==> config.mk <==
export PLATFORM = sky130hd
export DESIGN_NAME = sitmr_slow_interval_timer
export DESIGN_NICKNAME = d
export VERILOG_FILES = /design/src/sitmr_pkg.sv /design/src/sitmr_slow_interval_timer.sv
export SDC_FILE = /design/constraint.sdc
export NUM_CORES = 1
export LEC_CHECK = 0
export ABC_CLOCK_PERIOD_IN_PS = 2850
export BUFFER_PORTS_ARGS = -buffer_cell sky130_fd_sc_hd__buf_2
export CELL_PAD_IN_SITES_DETAIL_PLACEMENT = 2
export CELL_PAD_IN_SITES_GLOBAL_PLACEMENT = 2
export CORE_MARGIN = 1
export CORE_UTILIZATION = 28
export DETAILED_ROUTE_END_ITERATION = 8
export PLACE_DENSITY_LB_ADDON = 0.1
export SKIP_LAST_GASP = 1
export SLEW_MARGIN = 30
export SYNTH_ARGS = -nofsm -noshare
export SYNTH_HDL_FRONTEND = slang
export SYNTH_SLANG_ARGS = --single-unit
==> constraint.sdc <==
create_clock -name clk -period 2.85 [get_ports clk]
set_input_delay 0.1425 -clock clk [delete_from_list [all_inputs] [get_ports clk]]
set_output_delay 0.1425 -clock clk [all_outputs]
set_load 0.005 [all_outputs]
==> src/sitmr_pkg.sv <==
// package of register map, field positions and reset values for the slow interval timer
package sitmr_pkg;
    // ==========================================================
    // register offsets (word indices, compared with wb_adr_i above bit 1; printed offsets are not all word aligned)
    localparam logic [15:0] SITMR_IDX_CLK_CTL = 16'h5065;
    localparam logic [15:0] SITMR_IDX_CTL     = 16'h50c0;
    localparam logic [15:0] SITMR_IDX_CNT     = 16'h50c1;
    localparam logic [15:0] SITMR_IDX_CMP     = 16'h50c2;
    localparam logic [15:0] SITMR_IDX_IMSK    = 16'h50c3;
    localparam logic [15:0] SITMR_IDX_IFLG    = 16'h50c4;
    localparam int          SITMR_ADDR_W      = 18;
    // ==========================================================
    // field positions
    localparam int SITMR_BIT_RUN   = 0;
    localparam int SITMR_BIT_MODE  = 1;
    localparam int SITMR_BIT_SRST  = 4;
    localparam int SITMR_BIT_CE    = 0;
    localparam int SITMR_DIV_LSB   = 1;
    localparam int SITMR_DIV_MSB   = 3;
    localparam int SITMR_BIT_IE    = 0;
    localparam int SITMR_BIT_IF    = 0;
    // ==========================================================
    // reset values
    localparam logic [7:0] SITMR_RST_CNT = 8'h00;
    localparam logic [7:0] SITMR_RST_CMP = 8'h00;
    localparam logic [2:0] SITMR_RST_DIV = 3'h0;
    localparam logic [2:0] SITMR_DIV_MAX = 3'h5;
    localparam logic [4:0] SITMR_RST_PRE = 5'h00;
endpackage

==> src/sitmr_slow_interval_timer.sv <==
// slow interval timer: 8-bit up counter with compare match, divider, and wishbone slave
// Behaviour
// RULE1 - 8-bit up counter and separate 8-bit compare register.
// RULE2 - software may read the live counter value at any time.
// RULE3 - counter equal to compare value raises a match event.
// RULE4 - repeat mode: match clears counter, counting continues, event signalled.
// RULE5 - one-shot mode: match clears counter then stops the run bit.
// RULE6 - software changes count mode only while stopped.
// RULE7 - divider field selects /1 to /32 for codes 0 to 5; 6,7 reserved.
// RULE8 - clock supply enable resets to 0 and gates the count clock.
// RULE9 - software changes divider selection only while stopped.
// RULE10 - writing 1 to soft reset bit clears the counter.
// RULE11 - software resets the counter before starting; hardware clears on match.
// RULE12 - run bit starts counting; clearing it holds the count for resume.
// RULE13 - run and soft reset together clear the counter then count.
// RULE14 - match sets flag only when enabled; flag drives interrupt request.
// RULE15 - writing 1 clears the flag, 0 has no effect.
// RULE16 - counter increments once per enabled tick; period is compare plus one.
// RULE17 - all counter, compare, control and flag state is zero after reset.
`timescale 1ns/1ns
`default_nettype none
module sitmr_slow_interval_timer
    import sitmr_pkg::*;
#(
    parameter int DATA_W = 32
) (
    // clock and reset
    input  wire logic                    clk,
    input  wire logic                    resetn,
    // low speed oscillator from another domain
    input  wire logic                    lowSpeedOscillator,
    // wishbone classic slave
    input  wire logic                    wb_cyc_i,
    input  wire logic                    wb_stb_i,
    input  wire logic                    wb_we_i,
    input  wire logic [SITMR_ADDR_W-1:0] wb_adr_i,
    input  wire logic [3:0]              wb_sel_i,
    input  wire logic [DATA_W-1:0]       wb_dat_i,
    output logic      [DATA_W-1:0]       wb_dat_o,
    output logic                         wb_ack_o,
    output logic                         wb_err_o,
    // request to the interrupt controller
    output logic                         matchIrq
);
    // ==========================================================
    // state
    typedef struct packed {
        logic [1:0]        oscSync;
        logic              oscPrev;
        logic [4:0]        preDiv;
        logic [7:0]        count;                 // [RULE1]
        logic [7:0]        compare;
        logic              runStopControl;
        logic              countModeSelect;
        logic [2:0]        clockDividerSelect;
        logic              clockSupplyEnable;
        logic              matchInterruptEnable;
        logic              matchInterruptFlag;
        logic              ack;
        logic              err;
        logic [DATA_W-1:0] rdata;
        logic              irq;
    } sitmr_state_s;

    sitmr_state_s state_reg;
    sitmr_state_s state_next;

    logic [15:0] byteAddr;
    logic        wbReq;
    logic        wrEn;
    logic        oscRise;
    logic        tick;
    logic        match;
    logic        srstWr;

    // register index decode, used by both read and write paths
    function automatic logic hit(input logic [15:0] a, input logic [15:0] idx);
        hit = (a == idx);
    endfunction

    // ==========================================================
    // combinational decode
    assign byteAddr = wb_adr_i[SITMR_ADDR_W-1:2];
    assign wbReq    = wb_cyc_i && wb_stb_i && !state_reg.ack && !state_reg.err;
    assign wrEn     = wbReq && wb_we_i && wb_sel_i[0];
    // oscillator edge taken only from the second sync stage
    assign oscRise  = state_reg.oscSync[1] && !state_reg.oscPrev;
    // divided tick: divider code n of 0 to 5 passes one of every 2^n rising edges [RULE7]
    assign tick     = oscRise && state_reg.clockSupplyEnable &&                        // [RULE8]
                      (state_reg.clockDividerSelect <= SITMR_DIV_MAX) &&
                      ((state_reg.preDiv & ((5'h01 << state_reg.clockDividerSelect) - 5'h01)) == 5'h00);
    // a match is only recognised on a count tick while running [RULE3]
    assign match    = tick && state_reg.runStopControl && (state_reg.count == state_reg.compare);
    assign srstWr   = wrEn && hit(byteAddr, SITMR_IDX_CTL) && wb_dat_i[SITMR_BIT_SRST];

    // ==========================================================
    // next state
    always_comb begin
        state_next            = state_reg;
        state_next.oscSync    = {state_reg.oscSync[0], lowSpeedOscillator};
        state_next.oscPrev    = state_reg.oscSync[1];
        state_next.ack        = 1'b0;
        state_next.err        = 1'b0;
        if (oscRise) begin
            state_next.preDiv = state_reg.preDiv + 5'h01;
        end

        // counting; reserved divider codes give no tick at all
        if (match) begin
            state_next.count = SITMR_RST_CNT;                                          // [RULE4]
            if (state_reg.countModeSelect) begin
                state_next.runStopControl = 1'b0;                                      // [RULE5]
            end
        end else if (tick && state_reg.runStopControl) begin
            state_next.count = state_reg.count + 8'h01;                                // [RULE16]
        end

        // software writes; byte lane 0 carries each 8-bit register
        if (wrEn) begin
            if (hit(byteAddr, SITMR_IDX_CTL)) begin
                state_next.runStopControl  = wb_dat_i[SITMR_BIT_RUN];                  // [RULE12]
                state_next.countModeSelect = wb_dat_i[SITMR_BIT_MODE];
            end
            if (hit(byteAddr, SITMR_IDX_CLK_CTL)) begin
                state_next.clockSupplyEnable  = wb_dat_i[SITMR_BIT_CE];
                state_next.clockDividerSelect = wb_dat_i[SITMR_DIV_MSB:SITMR_DIV_LSB];
            end
            if (hit(byteAddr, SITMR_IDX_CMP)) begin
                state_next.compare = wb_dat_i[7:0];
            end
            if (hit(byteAddr, SITMR_IDX_IMSK)) begin
                state_next.matchInterruptEnable = wb_dat_i[SITMR_BIT_IE];
            end
            if (hit(byteAddr, SITMR_IDX_IFLG) && wb_dat_i[SITMR_BIT_IF]) begin
                state_next.matchInterruptFlag = 1'b0;                                  // [RULE15]
            end
        end
        // soft reset wins over a tick; with run set, counting restarts from zero
        if (srstWr) begin
            state_next.count = SITMR_RST_CNT;                                          // [RULE10] [RULE13]
        end
        // set wins over a same-cycle clear
        if (match && state_reg.matchInterruptEnable) begin
            state_next.matchInterruptFlag = 1'b1;                                      // [RULE14]
        end
        state_next.irq = state_next.matchInterruptFlag;

        // bus answer one cycle after the request
        if (wbReq) begin
            state_next.rdata = '0;
            if (hit(byteAddr, SITMR_IDX_CTL)) begin
                state_next.rdata[SITMR_BIT_RUN]  = state_reg.runStopControl;
                state_next.rdata[SITMR_BIT_MODE] = state_reg.countModeSelect;
                state_next.ack = 1'b1;
            end else if (hit(byteAddr, SITMR_IDX_CLK_CTL)) begin
                state_next.rdata[SITMR_BIT_CE] = state_reg.clockSupplyEnable;
                state_next.rdata[SITMR_DIV_MSB:SITMR_DIV_LSB] = state_reg.clockDividerSelect;
                state_next.ack = 1'b1;
            end else if (hit(byteAddr, SITMR_IDX_CNT)) begin
                state_next.rdata[7:0] = state_reg.count;                               // [RULE2]
                state_next.ack = 1'b1;
            end else if (hit(byteAddr, SITMR_IDX_CMP)) begin
                state_next.rdata[7:0] = state_reg.compare;
                state_next.ack = 1'b1;
            end else if (hit(byteAddr, SITMR_IDX_IMSK)) begin
                state_next.rdata[SITMR_BIT_IE] = state_reg.matchInterruptEnable;
                state_next.ack = 1'b1;
            end else if (hit(byteAddr, SITMR_IDX_IFLG)) begin
                state_next.rdata[SITMR_BIT_IF] = state_reg.matchInterruptFlag;
                state_next.ack = 1'b1;
            end else begin
                state_next.err = 1'b1;                                                 // unmapped address
            end
        end
    end

    // ==========================================================
    // registers
    always_ff @(posedge clk) begin
        if (!resetn) begin
            state_reg <= '0;                                                           // [RULE17]
        end else begin
            state_reg <= state_next;
        end
    end

    // ==========================================================
    // outputs straight from flip-flops
    assign wb_dat_o = state_reg.rdata;
    assign wb_ack_o = state_reg.ack;
    assign wb_err_o = state_reg.err;
    assign matchIrq = state_reg.irq;
endmodule
`default_nettype wire

==> impl_summary.txt, run 1 <==
----------------------------------------------------
[Critical path]
  CP Capture Type ... flip-flop
  Endpoint of the lowest-slack register-to-register path ... state_reg[56]
  Origin of the critical flop-to-flop path ... state_reg[38]
  Arr. time, crit path ... about 2.8 ns
  Kind of cell with the highest combined delay on the critical path ... compound AO/OA/AOI/OAI gates
  Critical Path Start Type ... flip-flop
  Number of buffers and inverters on the critical path ... 2
  Critical path peak fanout ... 6
  Category of the most critical setup path ... flip-flop to flip-flop
  Crit-path cells ... inv_1, or3_1, ha_1, nor3b_1, o31a_1, buf_4, a2111oi_1, xnor2_1, nor2_1
  Flop2flop setup slack ... between 0.2 and 0.25 ns
  Critical-path cell with the highest stage delay ... sky130_fd_sc_hd__a2111oi_1
  Worst-case reg-to-reg path depth ... 9
  Required time of the critical path ... 3.03 ns
  Slowest stage delay, CP ... ~0.46 ns

[Clock tree]
  Clock tree from TritonCTS ... done
  TritonCTS buffer count ... 5
  Cells resized by post-CTS repair ... 0
  Cell at the root of the clock tree ... sky130_fd_sc_hd__clkbuf_8
  CTS hold repair buffers ... 0
  Clock tree sinks ... 42
  Largest buffer count on any clock path ... 2
  Setup bufs post-CTS ... 0
  Clock insertion delay at the later pin of the skew report ... a little under 0.3 ns
  Clock edge transition at the registers on the reported setup and hold paths ... 0.08 ns
  Count of H-tree levels built during CTS ... 2

[Yosys]
  Share of synthesized area occupied by flip-flops and latches ... 34.20%
  Gate count after technology mapping ... between 200 and 300
  Yosys warning count ... 0
  Cell area after synthesis ... 0.002459 mm2
  Biggest area contributors in the synthesized netlist ... sky130_fd_sc_hd__dfxtp_1 (34%), sky130_fd_sc_hd__buf_4 (9.8%), sky130_fd_sc_hd__mux2i_1 (6.5%), sky130_fd_sc_hd__nor2_1 (5.0%), sky130_fd_sc_hd__xnor2_1 (5.0%)
  Ys async rst share ... 0%
  Mean Syn Cell Area ... between 8 and 9 um2
  Share of Yosys cell area claimed by the top area cell type ... 34.20%
  Yosys cell types ... 58
  Post-synth EDFFs ... 0
  Area leader, netlist ... sky130_fd_sc_hd__dfxtp_1
  Cell with the most instances after synthesis ... sky130_fd_sc_hd__dfxtp_1
  Top_reg_cell synth ... sky130_fd_sc_hd__dfxtp_1
  Number of storage elements in the synthesis netlist ... between 40 and 50
  Commonest cells post-synth ... sky130_fd_sc_hd__dfxtp_1 (42), sky130_fd_sc_hd__nor2_1 (33), sky130_fd_sc_hd__buf_4 (32)

[Min path]
  Worst hold path endpoint ... state_next[66]
  Startpoint of the worst hold path ... lowSpeedOscillator
  Cell count of the worst hold path ... 2
  Kind of path behind the tightest hold check ... input pin to flip-flop

[Finish]
  Fraction of layout instances using a drive strength above 1 ... 22.05%
  Net count, final ... around 380
  Max reg flops ... 29
  Fillcell total ... 1000
  Diodes inserted ... 0
  Footprint of the multi-input gates ... 0.001409 mm2
  FF+latch area ... approximately 840 um2
  Synth-to-layout area growth ... 13.03%
  Final std cells w/o fill ... approximately 430

[Floorplan]
  Standard-cell rows ... 33
  Number of primary I/O pins ... 95
  Horizontal extent of the die ... around 96 um
  Vertical die dimension ... between 90 and 100 um
  Die Footprint ... approximately 0.009 mm2
  Std-Cell Core Area ... roughly 0.0083 mm2
  Starting utilization of the core area ... roughly 29%

[Power and ir drop]
  Cell leakage power ... 0.001112 uW
  Cell area power density ... between 300 and 400 mW/mm2
  Maximum ir drop on the vdd rail ... 178.7 uV
  Design Power ... 1093 uW

[Flow run]
  Max-cap violations ... 0

[Timing]
  Setup_tns ... 0 ns
  Final max-slew violation count ... 0
  Peak Freq ... around 380 MHz
  Final worst path period share ... 91.48%
  Max-Slew Margin vs Limit ... around 44%
  Setup violations, final ... 0
  Worst Skew ... 0.006867 ns
  RSZ-0062 raised after global routing ... no
  Pin slew with the least headroom to its limit ... about 0.83 ns
  Final hold violations ... 0
  Crit path time final ... 2.607 ns

[Placed design]
  Placed wire-length estimate after detailed placement ... 5.672 mm
  RD Place Congestion ... 0.7541
  Port Buf Inserts ... 41
  Number of placed cells counting well taps ... ~420

[GRT]
  Number of antenna violations at the first check in global routing ... 0
  Overall overflow remaining after global route ... 0
  First-pass GRT wire length ... ~11 mm
  GRT Overall Usage ... roughly 16%
  Maximum number of pins on one net before global-route repair ... 17
  Vias in the first global route ... around 2100

[Routing]
  WL per Instance ... between 15 and 20 um
  Number of violations reported at the end of detailed-routing iteration 0 ... 30
  Antenna Violating Nets Remaining ... 0
  Count of unresolved DRC violations after routing ... 0
  Final routed wirelength across all metal layers ... around 7 mm
  Via count normalized by instance count ... 4.918
  Detailed-routing iteration count for the pre-antenna-repair pass ... 4
  Overall via count from detail_route ... 2100

[Outcome]
  Result of the run ... finished clean

----------------------------------------------------
[where the power goes]
group / internal [uW] / switching, uW / total (uW) / leakage [uW]
clock: 196 / 208 / 403 / 0.0000482
combinational: 36.0 / 57.4 / 93.4 / 0.000724
sequential: 592 / 3.95 / 596 / 0.000339
[cells in the final DEF, fill, tap and decap left out, drive strengths merged, types with 3 or more instances in the layout]
cell type	instances
or2	3
nand4	8
buf	52
nor2	33
xor2	4
nand3	11
a2111oi	4
nor4	5
dfxtp	42
nor3	7
and2	4
a221oi	3
nand2	13
nor2b	6
xnor2	14
o21ai	3
ha	3
a21oi	11
inv	5
a22o	6
clkbuf	7
mux2i	16
nand2b	3
conb	24
[layer usage]
layer	GRT usage [%]	vias to the layer above	share of wire [%]
met1	21.06	1021	46
li1	-	1031	-
met4	4.104	0	0.94
met3	2.607	5	3.2
met2	28.63	43	50
met5	0	-	0
[how the worst max path moves through the flow]
stage / depth (start not counted) / end / slack, ns / startpoint
6_report: 9 / state_reg[56] / 0.24 / state_reg[38]
3_5_place_dp: 9 / state_reg[56] / 0.22 / state_reg[38]
2_1_floorplan: 8 / state_reg[51] / 0.51 / state_reg[40]
4_1_cts: 9 / state_reg[56] / 0.19 / state_reg[38]
5_1_grt: 9 / state_reg[56] / 0.05 / state_reg[38]
3_3_place_gp: 8 / state_reg[55] / 0.24 / state_reg[38]
[cell families (layout without fill, tap and decap cells)]
logic type	Yosys count	in the layout	synth area share, %
multiplexers	16	16	6.514
AND/OR/NAND/NOR	111	111	24.83
XOR/XNOR	18	18	6.412
AO/OA/AOI/OAI	43	43	14.10
adder cells (fa/ha/maj)	3	3	1.527
other	1	24	0.1525
buffers and inverters	48	65	12.26
flip-flops	42	42	34.20
[area by class of cell]
cell class	instances	area share, %
Inverter	5	0.6754
Multi-Input combinational cell	215	50.70
Clock inverter	1	0.1801
Timing Repair Buffer	52	10.36
Tap cell	105	4.728
Sequential cell	42	30.26
Clock buffer	7	3.107
[stage by stage]
stage          hold WS (ns)  area, um2  utilization [%]  setup slack (ns)
6_report            0.05928       2779            33.32            0.2428
5_1_grt             0.07569       2779            33.32           0.04613
4_1_cts             0.04707       2779            33.32            0.1851
3_5_place_dp         0.3622       2688            32.22            0.2214
2_1_floorplan        0.2642       2545                -            0.5136
3_3_place_gp         0.3635       2688            32.22            0.2389
(Power assumes the default switching activity.)
==> run 2, diff against run 1 <==
--- a/config.mk
+++ b/config.mk
@@ -13,6 +13,7 @@
 export CORE_UTILIZATION = 28
 export DETAILED_ROUTE_END_ITERATION = 8
 export PLACE_DENSITY_LB_ADDON = 0.1
+export SETUP_SLACK_MARGIN = 0.5
 export SKIP_LAST_GASP = 1
 export SLEW_MARGIN = 30
 export SYNTH_ARGS = -nofsm -noshare
==> impl_summary.txt, run 2 (synthesis gave the netlist of run 1 again) <==
----------------------------------------------------
[Finish]
  Synth-to-layout area growth ... 20.15% (was 13.03%)
  Footprint of the multi-input gates ... 0.001529 mm2 (was 0.001409 mm2)
  Commonest cells after routing, fill and taps aside ... sky130_fd_sc_hd__buf_2 (41), sky130_fd_sc_hd__dfxtp_1 (41), sky130_fd_sc_hd__nor2_1 (32) (was sky130_fd_sc_hd__dfxtp_1 (42), sky130_fd_sc_hd__buf_2 (41), sky130_fd_sc_hd__nor2_1 (33))
  Fraction of layout instances using a drive strength above 1 ... 26.61% (was 22.05%)
  FF+latch area ... 844.6 um2 (was 840.8 um2)
  Max reg flops ... 29 (unchanged)
  Net count, final ... 389 (was 384)
  Final std cells w/o fill ... 432 (was 427)
  Final cell utilization of the core ... 35.42% (was 33.32%)
  Fillcell total ... 977 (was 1000)
  Diodes inserted ... 0 (unchanged)

[Critical path]
  Origin of the critical flop-to-flop path ... state_reg[38] (unchanged)
  Logic depth of the worst path, buffers included ... 9 (unchanged)
  End of the critical path ... state_reg[56] (unchanged)
  Critical-path cell with the highest stage delay ... sky130_fd_sc_hd__or3_4 (was sky130_fd_sc_hd__a2111oi_1)
  Kind of cell with the highest combined delay on the critical path ... compound AO/OA/AOI/OAI gates (unchanged)
  Category of the most critical setup path ... flip-flop to flip-flop (unchanged)
  Number of buffers and inverters on the critical path ... 2 (unchanged)
  CP Capture Type ... flip-flop (unchanged)
  Endpoint of the lowest-slack register-to-register path ... state_reg[56] (unchanged)
  Arr. time, crit path ... 2.50 ns (was 2.79 ns)
  Critical path peak fanout ... 4 (was 6)
  Flop2flop setup slack ... 0.53 ns (was 0.24 ns)
  Worst setup startpoint ... state_reg[38] (unchanged)
  Crit-path cells ... inv_4, or3_4, ha_4, nor3b_2, o31a_1, buf_6, a2111oi_4, xnor2_1, nor2_1 (was inv_1, or3_1, ha_1, nor3b_1, o31a_1, buf_4, a2111oi_1, xnor2_1, nor2_1)
  Critical Path Start Type ... flip-flop (unchanged)
  Worst-case reg-to-reg path depth ... 9 (unchanged)
  Slowest stage delay, CP ... 0.39 ns (was 0.46 ns)
  Required time of the critical path ... 3.03 ns (about the same)

[Floorplan]
  Vertical die dimension ... 95.71 um (unchanged)
  Horizontal extent of the die ... 95.71 um (unchanged)
  Starting utilization of the core area ... 29.48% (unchanged)
  Number of primary I/O pins ... 95 (unchanged)
  Die Footprint ... 0.009159 mm2 (unchanged)
  Std-Cell Core Area ... 0.008341 mm2 (unchanged)
  Standard-cell rows ... 33 (unchanged)

[Power and ir drop]
  Switching portion of total power ... 24.54% (was 24.60%)
  Cell leakage power ... 0.001155 uW (was 0.001112 uW)
  Internal Pwr Total ... 823.5 uW (was 824.0 uW)
  Switching pwr ... 267.8 uW (was 268.9 uW)
  Relative contribution of combinational cells to total power ... 8.7% (was 8.5%)
  Portion of total power attributed to the clock network ... 36.8% (was 36.9%)
  Reg power frac ... 54.5% (about the same)
  Cell area power density ... 369.4 mW/mm2 (was 393.3 mW/mm2)
  Maximum ir drop on the vdd rail ... 185.9 uV (was 178.7 uV)

[Routing]
  Number of violations reported at the end of detailed-routing iteration 0 ... 24 (was 30)
  WL per Instance ... 17.20 um (was 16.60 um)
  Via count normalized by instance count ... 4.933 (was 4.918)
  Final routed wirelength across all metal layers ... 7.429 mm (was 7.090 mm)
  Overall via count from detail_route ... 2131 (was 2100)
  Count of unresolved DRC violations after routing ... 0 (unchanged)
  Detailed-routing iteration count for the pre-antenna-repair pass ... 4 (unchanged)
  Antenna Violating Nets Remaining ... 0 (unchanged)

[Clock tree]
  TritonCTS buffer count ... 5 (unchanged)
  Clock edge transition at the registers on the reported setup and hold paths ... 0.08 ns (about the same)
  Clock insertion delay at the later pin of the skew report ... 0.29 ns (about the same)
  CTS hold repair buffers ... 0 (unchanged)
  Largest buffer count on any clock path ... 2 (unchanged)
  Cell at the root of the clock tree ... sky130_fd_sc_hd__clkbuf_8 (unchanged)
  Clock tree from TritonCTS ... done (unchanged)
  Count of H-tree levels built during CTS ... 2 (unchanged)
  Clock tree sinks ... 42 (unchanged)

[Timing]
  RSZ-0062 raised after global routing ... yes (was no)
  Final max-slew violation count ... 0 (unchanged)
  Max-Slew Margin vs Limit ... 45.06% (was 44.22%)
  Final hold violations ... 0 (unchanged)
  Setup violations, final ... 0 (unchanged)
  Pin slew with the least headroom to its limit ... 0.8131 ns (was 0.8254 ns)
  Crit path time final ... 2.316 ns (was 2.607 ns)
  Worst setup slack after layout ... 0.5336 ns (was 0.2428 ns)
  Final worst path period share ... 81.28% (was 91.48%)
  Worst Skew ... 0.006380 ns (was 0.006867 ns)
  Setup_tns ... 0 ns (unchanged)
  Peak Freq ... 431.7 MHz (was 383.6 MHz)

[GRT]
  Vias in the first global route ... 2142 (was 2089)
  Maximum number of pins on one net before global-route repair ... 17 (unchanged)
  First-pass GRT wire length ... 11.54 mm (was 11.14 mm)
  Number of antenna violations at the first check in global routing ... 0 (unchanged)
  Overall overflow remaining after global route ... 0 (unchanged)
  GRT Overall Usage ... 17.09% (was 16.42%)

[Outcome]
  Result of the run ... finished clean (unchanged)

[Placed design]
  Port Buf Inserts ... 41 (unchanged)
  Worst Setup Slack post-DPL ... 0.2214 ns (unchanged)
  Placed wire-length estimate after detailed placement ... 5.672 mm (unchanged)
  RD Place Congestion ... 0.7541 (unchanged)
  Number of placed cells counting well taps ... 419 (unchanged)

[Min path]
  Kind of path behind the tightest hold check ... input pin to flip-flop (unchanged)

[Flow run]
  Max-cap violations ... 0 (unchanged)

----------------------------------------------------
[run 2: power by group through the flow]
stage	Combinational [uW]	Sequential, uW	Clock, uW
2_1_floorplan	73.0	609	0
3_3_place_gp	91.6	610	0
3_5_place_dp	93.8	610	0
4_1_cts	95.1	595	424
5_1_grt	107	596	452
6_report	94.5	595	402
[run 2: how the worst min path moves through the flow]
stage          cells past startpoint               start             end
2_1_floorplan                      1              resetn  state_next[64]
3_3_place_gp                       2  lowSpeedOscillator  state_next[66]
3_5_place_dp                       2  lowSpeedOscillator  state_next[66]
4_1_cts                            2  lowSpeedOscillator  state_next[66]
5_1_grt                            2  lowSpeedOscillator  state_next[66]
6_report                           2  lowSpeedOscillator  state_next[66]
[run 2: routing by layer]
layer  wire, um  vias to the layer above  GRT usage (%)
met3        220                        5          2.607
met4         67                        0          4.104
li1           -                     1037              -
met5          0                        -              0
met1       3368                     1046          21.36
met2       3773                       43          30.65
[run 2: per-stage QoR]
| stage | hold WS [ns] | instance area [um2] | total power (uW) |
|---|---|---|---|
| after floorplan | 0.2642 | 2545 | 681.8 |
| after global placement | 0.3635 | 2688 | 701.5 |
| after detailed placement | 0.3622 | 2688 | 703.9 |
| after CTS | 0.04707 | 2894 | 1115 |
| after global routing | 0.07555 | 2954 | 1154 |
| final | 0.06081 | 2954 | 1091 |
[run 2: layout make-up]
| class | instances | area share, % |
|---|---|---|
| multi-input cells | 215 | 51.76 |
| inverters | 5 | 0.7200 |
| clock inverters | 1 | 0.1694 |
| well taps | 105 | 4.447 |
| flip-flops and latches | 42 | 28.59 |
| clock buffers | 7 | 2.922 |
| repair buffers | 57 | 11.39 |
[run 2: timing repair]
item                       in CTS  in global routing
setup endpoints to repair      10                 10
pin swaps                       6                  5
gates resized for setup        16                  7
buffers inserted                4                  1
